**src/design/mxov_pkg.sv**
```systemverilog
// package: register map, field layout and carrier types for the mixer/output register bank
package mxov_pkg;

   // ------------------------------------------------------------
   // register indices and byte addresses
   // ------------------------------------------------------------
   localparam logic [7:0] RIGHT_RECORD_MIXER_GAIN_IDX = 8'h63;
   localparam logic [7:0] AUX_FEEDBACK_MIXER_GAIN_IDX = 8'h64;
   localparam logic [7:0] FIRST_LEFT_OUTPUT_VOLUME_IDX = 8'h68;
   localparam logic [7:0] FIRST_RIGHT_OUTPUT_VOLUME_IDX = 8'h69;
   localparam int BYTES_PER_REG = 4;
   localparam int MIN_ADDR_W = 9;
   localparam logic [9:0] RIGHT_RECORD_ADDR = 10'(RIGHT_RECORD_MIXER_GAIN_IDX * BYTES_PER_REG);
   localparam logic [9:0] AUX_FEEDBACK_ADDR = 10'(AUX_FEEDBACK_MIXER_GAIN_IDX * BYTES_PER_REG);
   localparam logic [9:0] LEFT_VOLUME_ADDR = 10'(FIRST_LEFT_OUTPUT_VOLUME_IDX * BYTES_PER_REG);
   localparam logic [9:0] RIGHT_VOLUME_ADDR = 10'(FIRST_RIGHT_OUTPUT_VOLUME_IDX * BYTES_PER_REG);

   // ------------------------------------------------------------
   // field positions
   // ------------------------------------------------------------
   localparam int AUX3_GAIN_LSB = 13;
   localparam int AUX2_GAIN_LSB = 5;
   localparam int PGA_BOOST_BIT = 0;
   localparam int FB_SELECT_BIT = 15;
   localparam int FB_GAIN_LSB = 1;
   localparam int PH_ENABLE_BIT = 15;
   localparam int PH_MUTE_BIT = 14;
   localparam int PH_ZC_BIT = 13;
   localparam int PH_UPDATE_BIT = 8;
   localparam int PH_LEVEL_LSB = 2;
   localparam int GAIN_W = 3;
   localparam int LEVEL_W = 6;

   // ------------------------------------------------------------
   // writable masks and reset values
   // ------------------------------------------------------------
   localparam logic [15:0] RECORD_MASK = 16'he0e1;
   localparam logic [15:0] FEEDBACK_MASK = 16'h800e;
   localparam logic [15:0] PHONES_MASK = 16'he1fc;
   localparam logic [15:0] RECORD_RESET = 16'h0000;
   localparam logic [15:0] FEEDBACK_RESET = 16'h0000;
   localparam logic [15:0] PHONES_RESET = 16'h00e4;
   localparam logic [5:0] LEVEL_RESET = 6'h39;

   // ------------------------------------------------------------
   // bus answer codes
   // ------------------------------------------------------------
   localparam logic [1:0] RESP_OKAY = 2'h0;
   localparam logic [1:0] RESP_SLVERR = 2'h2;

   // ------------------------------------------------------------
   // carrier types
   // ------------------------------------------------------------
   typedef struct packed {
      logic [2:0] aux3_right_record_gain;
      logic [2:0] aux2_right_record_gain;
      logic right_pga_boost;
   } mxov_record_t;

   typedef struct packed {
      logic feedback_mixer_select;
      logic [2:0] feedback_mixer_gain;
   } mxov_feedback_t;

   typedef struct packed {
      logic enable;
      logic mute;
      logic zero_cross;
      logic [5:0] level;
   } mxov_phones_t;

endpackage

```
**src/design/mxov_regs.sv**
```systemverilog
// module: mixer gain and first output pair volume register bank, AXI4-Lite slave
//
// Functional notes
// - aux3 right record gain at bits 15:13
// - aux2 right record gain at bits 7:5
// - bit 0 selects right pga +20dB boost
// - bit 15 routes fourth output left/right
// - bits 3:1 set fourth output feedback gain
// - enable bit 15, mute bit 14, reset zero
// - bit 13 defers gain change to zero cross
// - update bit arms both channels; each applies at once or at its own zero cross
// - six-bit volume bits 7:2, resets 111001
//
// Implementation choice: the AXI4-Lite slave port.
`timescale 1ns/10ps

module mxov_regs #(
   parameter int ADDR_W = 12
) (
   input wire logic ref_clk,
   input wire logic resetn,
   input wire logic [ADDR_W-1:0] s_axi_awaddr,
   input wire logic [2:0] s_axi_awprot,
   input wire logic s_axi_awvalid,
   output logic s_axi_awready,
   input wire logic [31:0] s_axi_wdata,
   input wire logic [3:0] s_axi_wstrb,
   input wire logic s_axi_wvalid,
   output logic s_axi_wready,
   output logic [1:0] s_axi_bresp,
   output logic s_axi_bvalid,
   input wire logic s_axi_bready,
   input wire logic [ADDR_W-1:0] s_axi_araddr,
   input wire logic [2:0] s_axi_arprot,
   input wire logic s_axi_arvalid,
   output logic s_axi_arready,
   output logic [31:0] s_axi_rdata,
   output logic [1:0] s_axi_rresp,
   output logic s_axi_rvalid,
   input wire logic s_axi_rready,
   input wire logic left_zero_cross_seen,
   input wire logic right_zero_cross_seen,
   output mxov_pkg::mxov_record_t record_ctrl,
   output mxov_pkg::mxov_feedback_t feedback_ctrl,
   output mxov_pkg::mxov_phones_t left_phones,
   output mxov_pkg::mxov_phones_t right_phones,
   output logic left_level_pending,
   output logic right_level_pending
);

   // ------------------------------------------------------------
   // parameter check
   // ------------------------------------------------------------
   if (ADDR_W < mxov_pkg::MIN_ADDR_W || ADDR_W > 32) begin : g_bad_addr_w
      $error("ADDR_W must lie between 9 and 32");
   end

   // ------------------------------------------------------------
   // write channel state
   // ------------------------------------------------------------
   logic aw_have_q, aw_have_d;
   logic w_have_q, w_have_d;
   logic [ADDR_W-1:0] aw_addr_q, aw_addr_d;
   logic [15:0] w_data_q, w_data_d;
   logic [1:0] w_strb_q, w_strb_d;
   logic bvalid_q, bvalid_d;
   logic [1:0] bresp_q, bresp_d;
   logic aw_take, w_take, do_write;
   logic [ADDR_W-1:0] wr_addr;
   logic [15:0] wr_data;
   logic [1:0] wr_strb;
   logic [15:0] lane_mask;

   // ------------------------------------------------------------
   // register state
   // ------------------------------------------------------------
   logic [15:0] record_q, record_d;
   logic [15:0] feedback_q, feedback_d;
   logic [15:0] left_q, left_d;
   logic [15:0] right_q, right_d;
   logic [5:0] left_applied_q, left_applied_d;
   logic [5:0] right_applied_q, right_applied_d;
   logic left_armed_q, left_armed_d;
   logic right_armed_q, right_armed_d;
   logic hit_record, hit_feedback, hit_left, hit_right, hit_any;
   logic update_req;

   // ------------------------------------------------------------
   // read channel state
   // ------------------------------------------------------------
   logic rvalid_q, rvalid_d;
   logic [31:0] rdata_q, rdata_d;
   logic [1:0] rresp_q, rresp_d;
   logic [15:0] rd_word;
   logic rd_hit;

   // ------------------------------------------------------------
   // write handshake: address and data in either order
   // ------------------------------------------------------------
   assign s_axi_awready = !aw_have_q && !bvalid_q;
   assign s_axi_wready = !w_have_q && !bvalid_q;
   assign aw_take = s_axi_awvalid && s_axi_awready;
   assign w_take = s_axi_wvalid && s_axi_wready;
   assign wr_addr = aw_have_q ? aw_addr_q : s_axi_awaddr;
   assign wr_data = w_have_q ? w_data_q : s_axi_wdata[15:0];
   assign wr_strb = w_have_q ? w_strb_q : s_axi_wstrb[1:0];
   assign do_write = (aw_have_q || aw_take) && (w_have_q || w_take) && !bvalid_q;
   assign lane_mask = {{8{wr_strb[1]}}, {8{wr_strb[0]}}};

   always_comb begin
      aw_have_d = aw_have_q;
      w_have_d = w_have_q;
      aw_addr_d = aw_addr_q;
      w_data_d = w_data_q;
      w_strb_d = w_strb_q;
      bvalid_d = bvalid_q;
      bresp_d = bresp_q;
      if (aw_take) begin
         aw_have_d = 1'b1;
         aw_addr_d = s_axi_awaddr;
      end
      if (w_take) begin
         w_have_d = 1'b1;
         w_data_d = s_axi_wdata[15:0];
         w_strb_d = s_axi_wstrb[1:0];
      end
      if (do_write) begin
         aw_have_d = 1'b0;
         w_have_d = 1'b0;
         bvalid_d = 1'b1;
         bresp_d = hit_any ? mxov_pkg::RESP_OKAY : mxov_pkg::RESP_SLVERR;
      end else if (bvalid_q && s_axi_bready) begin
         bvalid_d = 1'b0;
      end
   end

   // ------------------------------------------------------------
   // address decode
   // ------------------------------------------------------------
   assign hit_record = wr_addr == ADDR_W'(mxov_pkg::RIGHT_RECORD_ADDR);
   assign hit_feedback = wr_addr == ADDR_W'(mxov_pkg::AUX_FEEDBACK_ADDR);
   assign hit_left = wr_addr == ADDR_W'(mxov_pkg::LEFT_VOLUME_ADDR);
   assign hit_right = wr_addr == ADDR_W'(mxov_pkg::RIGHT_VOLUME_ADDR);
   assign hit_any = hit_record || hit_feedback || hit_left || hit_right;
   // a 1 written to the update bit of either channel
   assign update_req = do_write && (hit_left || hit_right) && wr_strb[1]
                       && wr_data[mxov_pkg::PH_UPDATE_BIT];

   // ------------------------------------------------------------
   // register writes
   // ------------------------------------------------------------
   function automatic logic [15:0] merge(input logic [15:0] old, input logic [15:0] data,
                                         input logic [15:0] lanes, input logic [15:0] fmask);
      logic [15:0] m;
      m = lanes & fmask;
      merge = (old & ~m) | (data & m);
   endfunction

   always_comb begin
      record_d = record_q;
      feedback_d = feedback_q;
      left_d = left_q;
      right_d = right_q;
      if (do_write && hit_record) begin
         record_d = merge(record_q, wr_data, lane_mask, mxov_pkg::RECORD_MASK);
      end
      if (do_write && hit_feedback) begin
         feedback_d = merge(feedback_q, wr_data, lane_mask, mxov_pkg::FEEDBACK_MASK);
      end
      if (do_write && hit_left) begin
         left_d = merge(left_q, wr_data, lane_mask, mxov_pkg::PHONES_MASK);
      end
      if (do_write && hit_right) begin
         right_d = merge(right_q, wr_data, lane_mask, mxov_pkg::PHONES_MASK);
      end
   end

   // ------------------------------------------------------------
   // deferred volume apply
   // ------------------------------------------------------------
   always_comb begin
      left_armed_d = left_armed_q;
      right_armed_d = right_armed_q;
      left_applied_d = left_applied_q;
      right_applied_d = right_applied_q;
      // apply now, or wait for a zero crossing when enabled
      if (left_armed_q && (!left_phones.zero_cross || left_zero_cross_seen)) begin
         left_applied_d = left_q[mxov_pkg::PH_LEVEL_LSB +: mxov_pkg::LEVEL_W];
         left_armed_d = 1'b0;
      end
      if (right_armed_q && (!right_phones.zero_cross || right_zero_cross_seen)) begin
         right_applied_d = right_q[mxov_pkg::PH_LEVEL_LSB +: mxov_pkg::LEVEL_W];
         right_armed_d = 1'b0;
      end
      // a new update request wins over the apply in the same cycle
      if (update_req) begin
         left_armed_d = 1'b1;
         right_armed_d = 1'b1;
      end
   end

   // ------------------------------------------------------------
   // read path
   // ------------------------------------------------------------
   assign s_axi_arready = !rvalid_q;

   always_comb begin
      rd_word = 16'h0000;
      rd_hit = 1'b1;
      case (s_axi_araddr)
         ADDR_W'(mxov_pkg::RIGHT_RECORD_ADDR): begin
            rd_word = record_q;
         end
         ADDR_W'(mxov_pkg::AUX_FEEDBACK_ADDR): begin
            rd_word = feedback_q;
         end
         ADDR_W'(mxov_pkg::LEFT_VOLUME_ADDR): begin
            rd_word = left_q;
         end
         ADDR_W'(mxov_pkg::RIGHT_VOLUME_ADDR): begin
            rd_word = right_q;
         end
         default: begin
            rd_hit = 1'b0;
         end
      endcase
   end

   always_comb begin
      rvalid_d = rvalid_q;
      rdata_d = rdata_q;
      rresp_d = rresp_q;
      if (s_axi_arvalid && s_axi_arready) begin
         rvalid_d = 1'b1;
         rdata_d = {16'h0000, rd_word};
         rresp_d = rd_hit ? mxov_pkg::RESP_OKAY : mxov_pkg::RESP_SLVERR;
      end else if (rvalid_q && s_axi_rready) begin
         rvalid_d = 1'b0;
      end
   end

   // ------------------------------------------------------------
   // state registers
   // ------------------------------------------------------------
   always_ff @(posedge ref_clk) begin
      if (!resetn) begin
         aw_have_q <= 1'b0;
         w_have_q <= 1'b0;
         aw_addr_q <= '0;
         w_data_q <= 16'h0000;
         w_strb_q <= 2'h0;
         bvalid_q <= 1'b0;
         bresp_q <= mxov_pkg::RESP_OKAY;
         rvalid_q <= 1'b0;
         rdata_q <= 32'h0000_0000;
         rresp_q <= mxov_pkg::RESP_OKAY;
         record_q <= mxov_pkg::RECORD_RESET;
         feedback_q <= mxov_pkg::FEEDBACK_RESET;
         left_q <= mxov_pkg::PHONES_RESET;
         right_q <= mxov_pkg::PHONES_RESET;
         left_applied_q <= mxov_pkg::LEVEL_RESET;
         right_applied_q <= mxov_pkg::LEVEL_RESET;
         left_armed_q <= 1'b0;
         right_armed_q <= 1'b0;
      end else begin
         aw_have_q <= aw_have_d;
         w_have_q <= w_have_d;
         aw_addr_q <= aw_addr_d;
         w_data_q <= w_data_d;
         w_strb_q <= w_strb_d;
         bvalid_q <= bvalid_d;
         bresp_q <= bresp_d;
         rvalid_q <= rvalid_d;
         rdata_q <= rdata_d;
         rresp_q <= rresp_d;
         record_q <= record_d;
         feedback_q <= feedback_d;
         left_q <= left_d;
         right_q <= right_d;
         left_applied_q <= left_applied_d;
         right_applied_q <= right_applied_d;
         left_armed_q <= left_armed_d;
         right_armed_q <= right_armed_d;
      end
   end

   // ------------------------------------------------------------
   // bus outputs
   // ------------------------------------------------------------
   assign s_axi_bvalid = bvalid_q;
   assign s_axi_bresp = bresp_q;
   assign s_axi_rvalid = rvalid_q;
   assign s_axi_rdata = rdata_q;
   assign s_axi_rresp = rresp_q;

   // ------------------------------------------------------------
   // control outputs to the analog path
   // ------------------------------------------------------------
   assign record_ctrl.aux3_right_record_gain =
      record_q[mxov_pkg::AUX3_GAIN_LSB +: mxov_pkg::GAIN_W];
   assign record_ctrl.aux2_right_record_gain =
      record_q[mxov_pkg::AUX2_GAIN_LSB +: mxov_pkg::GAIN_W];
   assign record_ctrl.right_pga_boost = record_q[mxov_pkg::PGA_BOOST_BIT];
   assign feedback_ctrl.feedback_mixer_select = feedback_q[mxov_pkg::FB_SELECT_BIT];
   assign feedback_ctrl.feedback_mixer_gain =
      feedback_q[mxov_pkg::FB_GAIN_LSB +: mxov_pkg::GAIN_W];

   assign left_phones.enable = left_q[mxov_pkg::PH_ENABLE_BIT];
   assign left_phones.mute = left_q[mxov_pkg::PH_MUTE_BIT];
   assign left_phones.zero_cross = left_q[mxov_pkg::PH_ZC_BIT];
   // analog path sees only the applied level
   assign left_phones.level = left_applied_q;
   assign right_phones.enable = right_q[mxov_pkg::PH_ENABLE_BIT];
   assign right_phones.mute = right_q[mxov_pkg::PH_MUTE_BIT];
   assign right_phones.zero_cross = right_q[mxov_pkg::PH_ZC_BIT];
   assign right_phones.level = right_applied_q;

   assign left_level_pending = left_armed_q;
   assign right_level_pending = right_armed_q;

endmodule

```
**config.mk**
```make
export PLATFORM = sky130hd
export DESIGN_NAME = mxov_regs
export DESIGN_NICKNAME = d
export VERILOG_FILES = /design/src/design/mxov_pkg.sv /design/src/design/mxov_regs.sv
export SDC_FILE = /design/constraint.sdc
export NUM_CORES = 1
export LEC_CHECK = 0
export ABC_AREA = 0
export BUFFER_PORTS_ARGS = -buffer_cell sky130_fd_sc_hd__buf_2
export CELL_PAD_IN_SITES_DETAIL_PLACEMENT = 1
export CELL_PAD_IN_SITES_GLOBAL_PLACEMENT = 1
export CORE_MARGIN = 2
export CORE_UTILIZATION = 38
export CTS_BUF_LIST = sky130_fd_sc_hd__clkbuf_8
export DETAILED_ROUTE_END_ITERATION = 6
export HOLD_SLACK_MARGIN = 0.15
export PLACE_DENSITY = 0.91
export SYNTH_ARGS = -nofsm -noshare
export SYNTH_HDL_FRONTEND = slang
export SYNTH_SLANG_ARGS = --single-unit
```
**constraint.sdc**
```tcl
create_clock -name ref_clk -period 3.4 [get_ports ref_clk]
set_clock_uncertainty 0.1 [all_clocks]
set_input_delay 0.34 -clock ref_clk [delete_from_list [all_inputs] [get_ports ref_clk]]
set_output_delay 0.34 -clock ref_clk [all_outputs]
set_load 0.02 [all_outputs]
```
Word-level counts from Yosys, hierarchy flattened

Cells that the tools add are included.

Flip-flop bits (word level): 132
Input port bits: 75
Output and inout port bits: 72
Logic and storage cells: 94

Eq/ne operators: 8
Muxes and demuxes: 15
Bitwise gates (word level): 15
Reduce and logical (&&, ||, !) cells: 38

Operators with widths:

| cell                                                  | count |
|---|---|
| AND 16 bit                                            | 7 |
| equality test 12 x 9 -> 1 bit (second input constant) | 8 |
| OR 16 bit                                             | 4 |
| case mux 16 bit (4 select lines)                      | 1 |
| NOT 16 bit                                            | 3 |
| logical AND 1 bit                                     | 18 |
| two-way mux 16 bit                                    | 1 |
| two-way mux 12 bit                                    | 1 |
| two-way mux 1 bit                                     | 9 |
| logical OR 1 bit                                      | 8 |
| nonzero test 2 bit                                    | 4 |
| logical NOT 1 bit                                     | 6 |
| two-way mux 2 bit                                     | 3 |
| OR reduction 4 bit                                    | 1 |
| OR reduction 2 bit                                    | 1 |
| NOT 1 bit                                             | 1 |

Longest topological paths before layout

Word-level depth: 10
Gate-level depth with buffers: 8
Mapped depth without buffers: 5

Worst setup path after synthesis

OpenSTA, ideal clock, no wires.

Kind: flip-flop to flip-flop
From: register aw_have_q
To: register (tool-made name)
Library setup time: 0.119 ns
Arrival: 2.290 ns
Data required time: 3.181 ns
Setup slack: 0.891 ns
Cell stages (with the launch flop): 9
Path buffers: 3
Clock period less this slack: 2.509 ns
Path through: dfxtp_1 > buf_6 > or4b_1 > o22a_2 > or2_1 > buf_6 > or4_4 > buf_6 > mux2i_1

RTL lines:

| what                   | RTL line         | source |
|---|---|---|
| from (decl)            | mxov_regs.sv:61  | `logic aw_have_q, aw_have_d;` |
| from (signal assigned) | mxov_regs.sv:266 | `aw_have_q <= aw_have_d;` |

==> results.md <==
* MaxCap Viol Count at 0
* Status: finished, final reports clean
* Flip-flop cell with the highest count after synthesis: sky130_fd_sc_hd__dfxtp_1
* Hold Fails Final Rpt at 0
* Number of input and output port buffers inserted at 96
* Layout-stage area growth over the synthesis result at 22.6%
* RD Place Congestion at 0.802
* Initial DRC count at 143
* Critical Path, Cell by Cell: dlygate4sd3_1 > buf_2 > or4b_1 > o22a_2 > or2_1 > or4_4 > mux2i_1
* Post-synth design cell area at 0.00417 mm2
* Synthesized netlist cell count at 470
* Crit Path Max Fanout at 10
* Routed wire length per instance at 16.9 um
* Met1 layer usage reported by global route at 25.3%
* Root Buffer: sky130_fd_sc_hd__clkbuf_8
* Number of clock sinks at 89
* Share of final-layout standard cells stronger than drive strength 1 at 24.1%
* Antenna violations before repair at 0
* Tot GR Track Use at 21.3%
* Post-synthesis share of cell area spent on full adders, half adders and majority gates at 0%
* Count of filler cells inserted in the layout at 1312
* Syn avg cell area at 8.87 um2
* Layer carrying the most global-route usage: met2
* Half-perimeter wire length of the detailed placement result at 8.83 mm
* Minimum period implied by the final worst setup slack at 2750 ps
* Sort of element at the end of the critical path: flip-flop
* Slew HR at 45.9%
* Overall die area at 0.0118 mm2
* Critical Path Max Stage Delay at 620 ps
* CTS buffer count at 9
* Count of antenna-violating nets left after detailed routing at 0
* Pre-CTS setup slack at 821 ps
* Vias after detailed routing at 3777
* Most common cell in the netlist: sky130_fd_sc_hd__nand2_1
* Initial core utilization at 38.6%
* Number of distinct library cells after synthesis at 50
* Die boundary width at 109 um
* Xor/xnor share of the synthesized area at 0%
* Max stage delay cell, worst path: sky130_fd_sc_hd__or4_4
* Count of final setup violators at 0
* Via/cell ratio at 5.20
* Synthesized-area fraction occupied by ao, oa, aoi and oai cells at 12.0%
* Hold WC Path Type: in -> reg
* Synth area leader: sky130_fd_sc_hd__dfxtp_1
* Power Dens Cells at 418 mW/mm2
* Proportion of synthesized flip-flops having asynchronous set or reset at 0%
* Largest family of logic cells by synthesized area: simple AND/OR/NAND/NOR gates
* Met2 usage at 37.8%
* Critical path buffers and inverters at 2
* RSZ-0062 raised after global routing: false
* Chip height at 109 um
* Vias in the first global route at 3882
* Final Routed Wirelength at 12.3 mm
* Number of register bits inferred by synthesis at 89
* Critical Path AT at 2920 ps
* Number of enable flip-flop cells after synthesis at 0
* Hold slack at 166 ps
* Slew at the pin closest to its max-slew limit at 810 ps
* Design Power at 0.00213 W
* H-Tree Level Count at 3
* Largest buffer count on any clock path at 2
* Crit Path Category: in -> reg
* Pin count of the biggest net entering global routing at 46
* Commonest cells in the netlist: 102 x sky130_fd_sc_hd__nand2_1, 89 x sky130_fd_sc_hd__dfxtp_1, 50 x sky130_fd_sc_hd__mux2i_1
* Number of core rows at 38
* Sum of overflow across all layers after global routing at 0
* Final worst-path cycle share at 81.0%
* DR DRC count at 0
* Core ar. at 0.0108 mm2
* Synthesis Warnings at 0
* Number of hold-repair buffers added at the cts stage at 29
* Global-route wire length before repair at 19.5 mm
* Clock tree from TritonCTS: built
* Storage element area at 0.00178 mm2
* Leak pwr at 2.22 nW
* Number of detailed-route iterations in the first pass at 4
* Sequential area share after synthesis at 42.7%
* Simple-gate area share of the yosys netlist at 20.4%
* Final nets at 656
* Final Max Slew Viols at 0
* Largest cells by area after synthesis: sky130_fd_sc_hd__dfxtp_1 43%, sky130_fd_sc_hd__mux2i_1 12%, sky130_fd_sc_hd__nand2_1 9.2%, sky130_fd_sc_hd__buf_4 5.0%, sky130_fd_sc_hd__a21oi_1 4.4%
* Area of combinational cells with multiple inputs at 0.00212 mm2
* I/O pin total at 147
* Clock latency reported for the late side of the worst-skew pair at 370 ps
* Post-Route Setup TNS at 0 ps
* Maximum frequency from static timing analysis at 0.363 GHz
* Resized Gates After CTS at 0
* Antenna Diode Count at 0
* Proportion of synthesized area in mux cells at 16.3%
* Reg clk slew, reported paths at 100 ps
* Post-layout worst setup margin at 646 ps
* Setup fix buffers added after clock tree synthesis at 0
* Top delay family on crit path: simple AND/OR/NAND/NOR gates
* Top-area cell type share of the netlist area at 42.7%
* Critical path startpoint category: primary input
* Required time at the worst-slack endpoint at 3570 ps
* GR Layer Usage met3 at 4.00%
* Peak supply drop at 0.176 mV
-- power by group --
part | switching [W] | leakage [nW] | total (W) | internal, W
Combinational | 0.000197 | 1.40 | 0.000316 | 0.000119
Sequential | 0.0000228 | 0.723 | 0.00110 | 0.00107
Clock | 0.000436 | 0.0995 | 0.000723 | 0.000287
Total | 0.000655 | 2.22 | 0.00213 | 0.00148
-- worst paths after layout --
check / start / endpoint / slack, ps / cells after the start
hold / removal: left_zero_cross_seen / left_level_pending$_SDFFE_PN0P_ / 170 / 3
hold reg to reg: w_data_q[7]$_SDFFE_PN0P_ / w_data_q[7]$_SDFFE_PN0P_ / 360 / 2
setup reg to reg: aw_have_q$_SDFFE_PP0P_ / flip-flop / 890 / 5
setup / recovery: s_axi_awaddr[10] / flip-flop / 650 / 7
-- per-layer routing --
| layer | routed length (um) | part of all wire [%] | vias up |
|---|---|---|---|
| met5 | 0 | 0 | - |
| met4 | 311 | 2.5 | 0 |
| met3 | 572 | 4.7 | 26 |
| met2 | 6180 | 50 | 104 |
| met1 | 5190 | 42 | 1834 |
| li1 | - | - | 1813 |
-- area by class of cell --
| type | count | area share, % |
|---|---|---|
| clock buffers | 9 | 2.42 |
| clock inverters | 7 | 1.40 |
| repair buffers | 131 | 16.0 |
| flip-flops and latches | 89 | 34.9 |
| well taps | 140 | 3.43 |
| inverters | 7 | 0.514 |
| multi-input cells | 343 | 41.4 |
-- logic make-up after synthesis --
group | after synthesis
compound gates | 76
buf+inv | 59
flops | 89
mux | 66
other cells | 1
simple gates | 179
-- layout by cell type, fill, tap and decap left out, types with 3 or more instances in the layout --
cell type                       count
sky130_fd_sc_hd__inv_1              6
sky130_fd_sc_hd__clkbuf_8           9
sky130_fd_sc_hd__mux2_2            16
sky130_fd_sc_hd__o2bb2ai_1          7
sky130_fd_sc_hd__conb_1            22
sky130_fd_sc_hd__nor3b_1            5
sky130_fd_sc_hd__dfxtp_1           89
sky130_fd_sc_hd__buf_2             96
sky130_fd_sc_hd__nor2_1            29
sky130_fd_sc_hd__nor4b_1            4
sky130_fd_sc_hd__a22o_1             9
sky130_fd_sc_hd__inv_6              3
sky130_fd_sc_hd__mux2i_1           50
sky130_fd_sc_hd__buf_4              6
sky130_fd_sc_hd__a21oi_1           37
sky130_fd_sc_hd__dlygate4sd3_1     29
sky130_fd_sc_hd__nor3_1             3
sky130_fd_sc_hd__and3_1             3
sky130_fd_sc_hd__nand3b_1           6
sky130_fd_sc_hd__o31ai_1            4
sky130_fd_sc_hd__nand2_1          102
sky130_fd_sc_hd__o22ai_1            3
sky130_fd_sc_hd__nand4_1            5
sky130_fd_sc_hd__nand3_1            3
-- tightest hold or removal path, delay by kind of cell --
family | cells | cell delay [ps]
compound gates | 1 | 60
buf+inv | 1 | 80
simple gates | 1 | 100
-- through the flow --
step	util (%)	instance area [um2]	instances
after global routing	47.3	5110	726
final	47.3	5110	726
after CTS	47.3	5110	726
after detailed placement	42.8	4620	681
after floorplan	-	4250	491
after global placement	42.8	4620	681
Note: power is estimated with default switching activity, not from simulation.
